`src/reis_pkg.sv`:
```
// Package with register map, field positions and carrier types of the radio event sources.
package reis_pkg;

	// Register addresses on the internal 11-bit register port.
	localparam logic [10:0] ADDR_LINE_A_MASK_LOW   = 11'h3C7;
	localparam logic [10:0] ADDR_LINE_A_MASK_HIGH  = 11'h3C8;
	localparam logic [10:0] ADDR_LINE_B_MASK_LOW   = 11'h3C9;
	localparam logic [10:0] ADDR_LINE_B_MASK_HIGH  = 11'h3CA;
	localparam logic [10:0] ADDR_EVENT_SOURCE_LOW  = 11'h3CB;
	localparam logic [10:0] ADDR_EVENT_SOURCE_HIGH = 11'h3CC;

	// Bit positions in the 16-bit source word (high byte is bits 15:8).
	localparam int BIT_ACCESS_READY   = 1;
	localparam int BIT_TIMER_EXPIRY   = 2;
	localparam int BIT_COMMAND_ACCEPT = 3;
	localparam int BIT_POWERON        = 4;
	localparam int BIT_SUPPLY_LOW     = 5;
	localparam int BIT_CHANNEL_DONE   = 8;
	localparam int BIT_DELIM_FOUND    = 9;
	localparam int BIT_DELIM_SENT     = 10;
	localparam int BIT_FRAME_RECEIVED = 11;
	localparam int BIT_FRAME_SENT     = 12;

	// Implemented bits; the others are reserved and read as zero.
	localparam logic [15:0] IMPL_MASK = 16'h1F3E;

	// Reset values of masks and sources.
	localparam logic [15:0] MASK_RESET   = 16'h0002;
	localparam logic [15:0] SOURCE_RESET = 16'h0000;

	// Raw event inputs from the rest of the radio, all levels or pulses.
	typedef struct packed {
		logic standard_mode;    // Standard packet mode active.
		logic receive_state;    // Radio is in its receive state.
		logic frame_sent;       // Pulse: frame in send buffer finished.
		logic frame_good;       // Pulse: frame with good FCS stored.
		logic delimiter_sent;   // Pulse: start delimiter transmitted.
		logic delimiter_found;  // Pulse: start delimiter detected.
		logic channel_done;     // Pulse: clear-channel measurement done.
		logic channel_clear;    // Result of the measurement.
		logic supply_alarm;     // Pulse: battery monitor alarm.
		logic command_accept;   // Level: controller takes commands.
		logic timer_zero;       // Pulse: wake timer reached zero.
		logic host_access;      // Level: ready for serial access.
		logic sleep_exit;       // Pulse: device just left sleep.
		logic poweron;          // Pulse: power-on reset seen.
	} reis_events_t;

	// Register port request.
	typedef struct packed {
		logic        wr;    // Write strobe.
		logic        rd;    // Read strobe.
		logic [10:0] addr;  // Register address.
		logic [7:0]  wdata; // Write data.
	} reis_req_t;

endpackage

```
`src/reis_edge.sv`:
```
// Rising edge detector for a level flag.
`timescale 1ns/1ps
module reis_edge (
	input  wire logic clk,
	input  wire logic resetn,
	input  wire logic level,
	output logic      rise
);
	// Previous value of the level.
	logic last;

	// Hold the level one cycle so a change can be seen.
	always_ff @(posedge clk or negedge resetn) begin
		if (!resetn) begin
			last <= 1'b0;
		end else begin
			last <= level;
		end
	end

	// A pulse in the cycle the level goes high.
	assign rise = level & ~last;
endmodule

```
`src/reis_regs.sv`:
```
// Register decode and read multiplexer for masks and sources.
`timescale 1ns/1ps
module reis_regs (
	input  wire logic              clk,
	input  wire logic              resetn,
	input  wire reis_pkg::reis_req_t req,
	input  wire logic [15:0]       mask_a,
	input  wire logic [15:0]       mask_b,
	input  wire logic [15:0]       source,
	output logic [7:0]             rdata,
	output logic [5:0]             wsel
);
	// One select per register, in table order.
	logic [5:0] hit;
	logic [7:0] next_rdata;

	assign hit[0] = req.addr == reis_pkg::ADDR_LINE_A_MASK_LOW;
	assign hit[1] = req.addr == reis_pkg::ADDR_LINE_A_MASK_HIGH;
	assign hit[2] = req.addr == reis_pkg::ADDR_LINE_B_MASK_LOW;
	assign hit[3] = req.addr == reis_pkg::ADDR_LINE_B_MASK_HIGH;
	assign hit[4] = req.addr == reis_pkg::ADDR_EVENT_SOURCE_LOW;
	assign hit[5] = req.addr == reis_pkg::ADDR_EVENT_SOURCE_HIGH;
	assign wsel = req.wr ? hit : 6'h00;

	// Unmapped addresses read as zero.
	assign next_rdata = ({8{hit[0]}} & mask_a[7:0]) | ({8{hit[1]}} & mask_a[15:8])
		| ({8{hit[2]}} & mask_b[7:0]) | ({8{hit[3]}} & mask_b[15:8])
		| ({8{hit[4]}} & source[7:0]) | ({8{hit[5]}} & source[15:8]);

	// Read data is registered and holds until the next read.
	always_ff @(posedge clk or negedge resetn) begin
		if (!resetn) begin
			rdata <= 8'h00;
		end else if (req.rd) begin
			rdata <= next_rdata;
		end
	end
endmodule

```
`src/reis_top.sv`:
```
// Event source collector with two maskable interrupt lines.
// Notes on behaviour
// Frame sent sets event in standard mode.
// Good-FCS stored frame sets received event, standard mode.
// Delimiter transmitted sets event, standard mode.
// Delimiter found in receive state, any mode.
// Channel check completion sets its event.
// Channel clear flag valid by event.
// Battery alarm sets supply low event.
// Host must configure battery monitor first.
// Command accept flag rising sets event.
// Wake timer reaching zero sets event.
// Host programs timer before enabling event.
// Timer event works active or woken.
// Access ready event raised after wake.
// Access flag rising sets ready event.
// Sleep exit sets access enable bits.
// Ready event for any wake cause.
// Host configures preferably while idle.
// Controller-owned registers written only idle.
// Line A mask at 0x3C7/0x3C8.
// Line B mask at 0x3C9/0x3CA.
// Source flags at 0x3CB/0x3CC.
// Write one clears; zero keeps.
// High source byte bit placement.
// Low source byte bit placement.
// Pending summary when either line high.
// Line high when enabled source set.
`timescale 1ns/1ps
module reis_top (
	input  wire logic                   clk,
	input  wire logic                   resetn,
	input  wire reis_pkg::reis_events_t ev,
	input  wire reis_pkg::reis_req_t    req,
	output logic [7:0]                  rdata,
	output logic                        line_a,
	output logic                        line_b,
	output logic                        pending_summary_flag,
	output logic                        channel_clear_flag
);
	// Mask and source state.
	logic [15:0] mask_a;
	logic [15:0] mask_b;
	logic [15:0] source;
	logic [15:0] next_source;
	logic [15:0] set_vec;
	logic [15:0] clr_vec;
	logic [15:0] next_mask_a;
	logic [15:0] next_mask_b;
	logic [5:0]  wsel;
	logic        accept_rise;
	logic        access_rise;
	logic        next_line_a;
	logic        next_line_b;

	// Edge detectors for the two status flags.
	// command accept edge
	reis_edge u_accept (
		.clk    (clk),
		.resetn (resetn),
		.level  (ev.command_accept),
		.rise   (accept_rise)
	);

	// host access edge
	reis_edge u_access (
		.clk    (clk),
		.resetn (resetn),
		.level  (ev.host_access),
		.rise   (access_rise)
	);

	// Register decode and readback.
	// register decode
	reis_regs u_regs (
		.clk    (clk),
		.resetn (resetn),
		.req    (req),
		.mask_a (mask_a),
		.mask_b (mask_b),
		.source (source),
		.rdata  (rdata),
		.wsel   (wsel)
	);

	// Event set vector, one term per source bit.
	always_comb begin
		set_vec = 16'h0000;
		// frame sent
		set_vec[reis_pkg::BIT_FRAME_SENT] = ev.standard_mode & ev.frame_sent;
		// good frame received
		set_vec[reis_pkg::BIT_FRAME_RECEIVED] = ev.standard_mode & ev.frame_good;
		// delimiter sent
		set_vec[reis_pkg::BIT_DELIM_SENT] = ev.standard_mode & ev.delimiter_sent;
		// delimiter found
		set_vec[reis_pkg::BIT_DELIM_FOUND] = ev.receive_state & ev.delimiter_found;
		// channel check done
		set_vec[reis_pkg::BIT_CHANNEL_DONE] = ev.channel_done;
		// supply alarm
		set_vec[reis_pkg::BIT_SUPPLY_LOW] = ev.supply_alarm;
		// command accept rise
		set_vec[reis_pkg::BIT_COMMAND_ACCEPT] = accept_rise;
		// timer zero, R12 in any state
		set_vec[reis_pkg::BIT_TIMER_EXPIRY] = ev.timer_zero;
		// ready after wake, R16 any cause
		set_vec[reis_pkg::BIT_ACCESS_READY] = access_rise;
		set_vec[reis_pkg::BIT_POWERON] = ev.poweron;
	end

	// write one clears
	assign clr_vec = {wsel[5] ? req.wdata : 8'h00, wsel[4] ? req.wdata : 8'h00};
	// A set in the same cycle as its clear wins, so no event is lost.
	// reserved bits masked, R24 likewise
	assign next_source = ((source & ~clr_vec) | set_vec) & reis_pkg::IMPL_MASK;

	// Mask writes; sleep exit forces the access ready enable on the same edge, over any write.
	// line B mask writes
	assign next_mask_a = {wsel[1] ? req.wdata : mask_a[15:8], wsel[0] ? req.wdata : mask_a[7:0]};
	assign next_mask_b = {wsel[3] ? req.wdata : mask_b[15:8], wsel[2] ? req.wdata : mask_b[7:0]};

	// line levels
	assign next_line_a = |(next_source & next_mask_a);
	assign next_line_b = |(next_source & next_mask_b);

	// Source and mask registers.
	always_ff @(posedge clk or negedge resetn) begin
		if (!resetn) begin
			source <= reis_pkg::SOURCE_RESET;
			mask_a <= reis_pkg::MASK_RESET;
			mask_b <= reis_pkg::MASK_RESET;
		end else begin
			// source update
			source <= next_source;
			if (ev.sleep_exit) begin
				// force ready enables
				mask_a <= next_mask_a | reis_pkg::MASK_RESET;
				mask_b <= next_mask_b | reis_pkg::MASK_RESET;
			end else begin
				mask_a <= next_mask_a;
				mask_b <= next_mask_b;
			end
		end
	end

	// Output lines, summary and clear flag, all registered.
	// Lines follow the new source in the same edge, so they match readback.
	always_ff @(posedge clk or negedge resetn) begin
		if (!resetn) begin
			line_a               <= 1'b0;
			line_b               <= 1'b0;
			pending_summary_flag <= 1'b0;
			channel_clear_flag   <= 1'b0;
		end else begin
			line_a <= next_line_a;
			line_b <= next_line_b;
			// summary of both lines
			pending_summary_flag <= next_line_a | next_line_b;
			// result valid with event
			if (ev.channel_done) begin
				channel_clear_flag <= ev.channel_clear;
			end
		end
	end
endmodule
```
`config.mk`:
```
export PLATFORM = sky130hd
export DESIGN_NAME = reis_top
export DESIGN_NICKNAME = d
export VERILOG_FILES = /design/src/reis_pkg.sv /design/src/reis_edge.sv /design/src/reis_regs.sv /design/src/reis_top.sv
export SDC_FILE = /design/constraint.sdc
export NUM_CORES = 1
export LEC_CHECK = 0
export BUFFER_PORTS_ARGS = -buffer_cell sky130_fd_sc_hd__buf_2
export CORE_MARGIN = 1.5
export CORE_UTILIZATION = 59
export DETAILED_ROUTE_END_ITERATION = 12
export GPL_TIMING_DRIVEN = 0
export PLACE_DENSITY = 0.82
export SETUP_SLACK_MARGIN = 0.15
export SYNTH_ARGS = -nofsm -noshare
export SYNTH_HDL_FRONTEND = slang
export SYNTH_SLANG_ARGS = --single-unit
```
`constraint.sdc`:
```
create_clock -name clk -period 2.7 [get_ports clk]
set_input_delay 0.54 -clock clk [delete_from_list [all_inputs] [get_ports clk]]
set_output_delay 0.54 -clock clk [all_outputs]
set_load 0.01 [all_outputs]
```
==> results by stage <==
Logic synthesis:
- The proportion of synthesized flip-flops having asynchronous set or reset is 100%.
- In the post-synthesis netlist, the biggest area contributors are dfrtp_1, mux2_2, mux2i_1.
- The number of distinct library cell variants in the gate-level netlist after synthesis is 44.
- The cell type with the highest aggregate area in the netlist is dfrtp_1.
- The share of synthesized area occupied by flip-flops and latches is 52.0%.
- The share of synthesized area in the top cell type comes to between 50% and 60%.
- The synthesis-stage register bit count is 56.
- In this run, synthesis inferred 0 flip-flops with an integrated enable.
- The per-instance average area after synthesis is 12.2 um2.
- The synthesized net count is 258.
- Counting every instance in the synthesized netlist gives 221.
- The area of the mapped netlist is 2700 um2.
- Among all flip-flop cells after synthesis, the most frequent one is dfrtp_1.
- During synthesis, Yosys emitted a total of 0 warnings.

Drt:
- The average wire per cell in the routed design is 19.5 um.
- The number of nets with antenna violations after detailed routing is 0.
- The routed design has 6.48 mm of wire.
- The length of the first detailed-routing pass in iterations is 6.
- The residual DRC count is 0.
- The initial DRC count is 274.
- For this block, the via count after detailed routing is 2,077.
- Using the TritonRoute via totals, the vias-per-cell ratio works out to 6.24.

Clock network:
- Counting the buffers created by CTS gives 5.
- The H-tree depth is 2.
- The clock reaches the later pin of the worst-skew pair after slightly above 0.3 ns.
- The worst-case clock buffer depth is 2.
- The tree is rooted in a clkbuf_8.
- TritonCTS built the clock tree.
- The count of hold buffers inserted by post-cts repair is 0.
- Clock-pin slew was measured on the worst setup and hold paths at 0.10 ns.
- Counting every sink on the clock net gives between 50 and 60.

STA:
- The worst hold slack is ~0.25 ns.
- The final-report hold violation count is 0.
- The final worst clock skew is approximately 0.008 ns.
- The post-layout minimum cycle time is 2.48 ns.
- The sum of negative setup slack is 0 ns.
- The minimum setup slack in the final design is roughly 0.22 ns.
- The final count of pins violating max slew is 0.
- The count of final setup violators is 0.
- Derived from the worst setup path, the maximum achievable clock frequency is 403 MHz.
- Setup repair after global routing could not meet its margin everywhere.
- The worst slew slack as a fraction of its limit is 25.7%.
- The worst path uses between 90% and 100% of the clock period.
- The slew at the pin closest to its max-slew limit is 1.10 ns.

Setup path:
- The signal on the critical path passes through buf_2 -> and4bb_2 -> buf_1 -> nand2_1 -> nor4_1 -> a22oi_1 -> a31oi_1.
- The biggest fanout along the worst timing path is 7.
- The worst path buffer plus inverter count is 2.
- The endpoint class of the critical path is a flop.
- The category of the most critical setup path is input pin to flop.
- At the worst endpoint, the arrival time is between 2 and 3 ns.
- The cell class contributing the biggest share of worst-path delay is simple AND/OR/NAND/NOR gates.
- The longest individual stage delay on the worst path is 0.86 ns.
- Setup slack on the worst reg-to-reg path comes out at 0.85 ns.
- The worst register-to-register path begins at source[1].
- Tracing the worst setup path back leads to its startpoint at req[12].
- The capturing point of the worst reg2reg path is pending_summary_flag.
- Counting cells, the worst reg-to-reg path comes to 5.
- The type of origin of the critical path is an input pin.
- The slowest library cell on the worst path is nor4_1.
- At the worst endpoint, the required time is approximately 2.9 ns.

Global route:
- Global routing finished with a remaining overflow of 0.
- The number of global-route vias before repair was 2,098.
- Global routing used approximately 28% of the available tracks across all layers.
- Entering global routing, the biggest net connects 57 pins.
- The global-route wire length before repair is 10.5 mm.
- The initial antenna violation count is 0.

Cells and area:
- In the final design database the tool counted between 300 and 400 nets.
- The area growth from synthesis to layout is 17.2%.
- The finished layout holds about 330 standard cells, fillers aside.
- The share of final-layout standard cells stronger than drive strength 1 is 39.1%.
- At the end of the flow the core is filled with cells to 72.1%.
- After routing the design area is 3160 um2.
- The count of antenna diodes in the layout is 0.

Placement:
- Buffers placed on the I/O ports in this run total 47.
- The detailed-placement wirelength estimate is 4.53 mm.
- At the end of routability-driven placement, the weighted congestion stood at 0.847.
- The total instance count after detailed placement is 320.
- The placement-stage cell area is 3000 um2.
- The worst setup slack before clock tree synthesis is -0.598 ns.

Floorplan:
- The initial cell density of the core is 61.5%.
- The area of the die is ~5000 um2.
- The area of the placeable core is 4380 um2.
- 49 I/O pins were placed.
- The height of the chip is 70.6 um.
- The width of the die is 70.6 um.
- The total number of placement rows is 24.

Power and ir drop:
- The power per cell area is 467 nW/um2.
- The overall power is 1.47 mW.
- Summed over all cells, the static leakage comes to around 1.5 nW.
- Across the VDD grid, the largest voltage drop is 0.406 mV.

Outcome:
- The run finished with clean final reports.

Run:
- Max-cap violations in this run came to 0.

Min path:
- The worst hold path belongs to the class input pin to asynchronous set/reset pin.
-- sequential cells by signal (all words and copies together), names as in the netlist --
| register | count |
|---|---|
| mask_a | 16 |
| mask_b | 16 |
| source | 10 |
| u_regs.rdata | 8 |
| channel_clear_flag | 1 |
| line_a | 1 |
| line_b | 1 |
| pending_summary_flag | 1 |
| u_accept.last | 1 |
| u_access.last | 1 |
-- metal layers --
layer  track usage (%)  share of wire [%]  up-vias  wire (um)
met5                 0                  0        -          0
met4              10.5                2.1        0        133
met3              5.56                5.0       16        326
met2              45.3                 51       92       3340
met1              37.2                 41     1029       2680
li1                  -                  -      940          -
-- where the power goes --
part | leakage [nW] | internal, mW | switching, mW
sequential | 0.688 | 0.853 | 0.00689
clock | 0.0445 | 0.209 | 0.267
combinational | 0.767 | 0.0573 | 0.0811
-- cell usage after synthesis (4+ instances only) --
| master | n |
|---|---|
| a21oi_1 | 5 |
| nand2b_1 | 5 |
| mux2_2 | 22 |
| a22oi_1 | 7 |
| nand2_1 | 13 |
| a222oi_1 | 5 |
| o21ai_0 | 6 |
| a31oi_1 | 4 |
| mux2i_1 | 12 |
| mux4_2 | 5 |
| o22ai_1 | 7 |
| nor2_1 | 9 |
| inv_1 | 20 |
| dfrtp_1 | 54 |
-- worst max path at each step --
stage | endpoint | slack, ns | depth (start not counted)
final | u_regs.rdata[3] | 0.22 | 7
after detailed placement | pending_summary_flag | -0.60 | 7
after global placement | pending_summary_flag | -0.57 | 7
after floorplan | pending_summary_flag | 0.16 | 6
after global routing | pending_summary_flag | 0.14 | 7
after CTS | pending_summary_flag | 0.17 | 8
-- what timing repair did --
action / in CTS / in global routing
gates resized for setup: 1 / 3
gates cloned: 0 / 0
setup endpoints to repair: 2 / 6
pin swaps: 1 / 2
buffers inserted: 2 / 3
-- cells in the final DEF, fill, tap and decap left out, types with 2 or more instances in the layout --
master | Yosys | routed
a22oi_1 | 7 | 7
dfrtp_1 | 54 | 54
mux2i_1 | 12 | 12
nor2b_1 | 3 | 2
inv_1 | 20 | 20
o22ai_1 | 7 | 7
nand2b_1 | 5 | 5
and4bb_2 | 3 | 3
dfstp_2 | 2 | 2
nor2_1 | 9 | 9
or2_2 | 2 | 2
nand3b_4 | 2 | 2
a221oi_1 | 2 | 2
buf_2 | 3 | 49
and4b_1 | 2 | 2
clkbuf_8 | 0 | 6
nand2_1 | 13 | 13
o21ai_0 | 6 | 6
a222oi_1 | 5 | 5
mux4_2 | 5 | 5
clkbuf_1 | 1 | 2
mux2_2 | 22 | 22
a31oi_1 | 4 | 4
buf_4 | 1 | 7
a21oi_1 | 5 | 5
buf_1 | 3 | 3
nand4_1 | 3 | 3
-- logic make-up after synthesis --
logic type | share of synthesized area (%)
AO/OA/AOI/OAI | 10.4
buffers and inverters | 4.17
flip-flops | 52.0
multiplexers | 17.8
AND/OR/NAND/NOR | 15.5
-- worst register-to-register path, delay by kind of cell (launching register included) --
| kind | cells | cell delay, ns |
|---|---|---|
| AND/OR/NAND/NOR | 3 | 0.62 |
| flip-flops | 1 | 0.40 |
| AO/OA/AOI/OAI | 2 | 0.69 |
-- final cells by class --
cell class / instances / area, um2
fill: 298 / 1220
clock inverter: 1 / 7.51
multi-input combinational: 137 / 1210
inverter: 20 / 75.1
tap: 52 / 65.1
sequential: 56 / 1400
timing repair buffer: 52 / 275
clock buffer: 7 / 86.3
buffer: 8 / 37.5
Power figures use the tool's default switching activity.
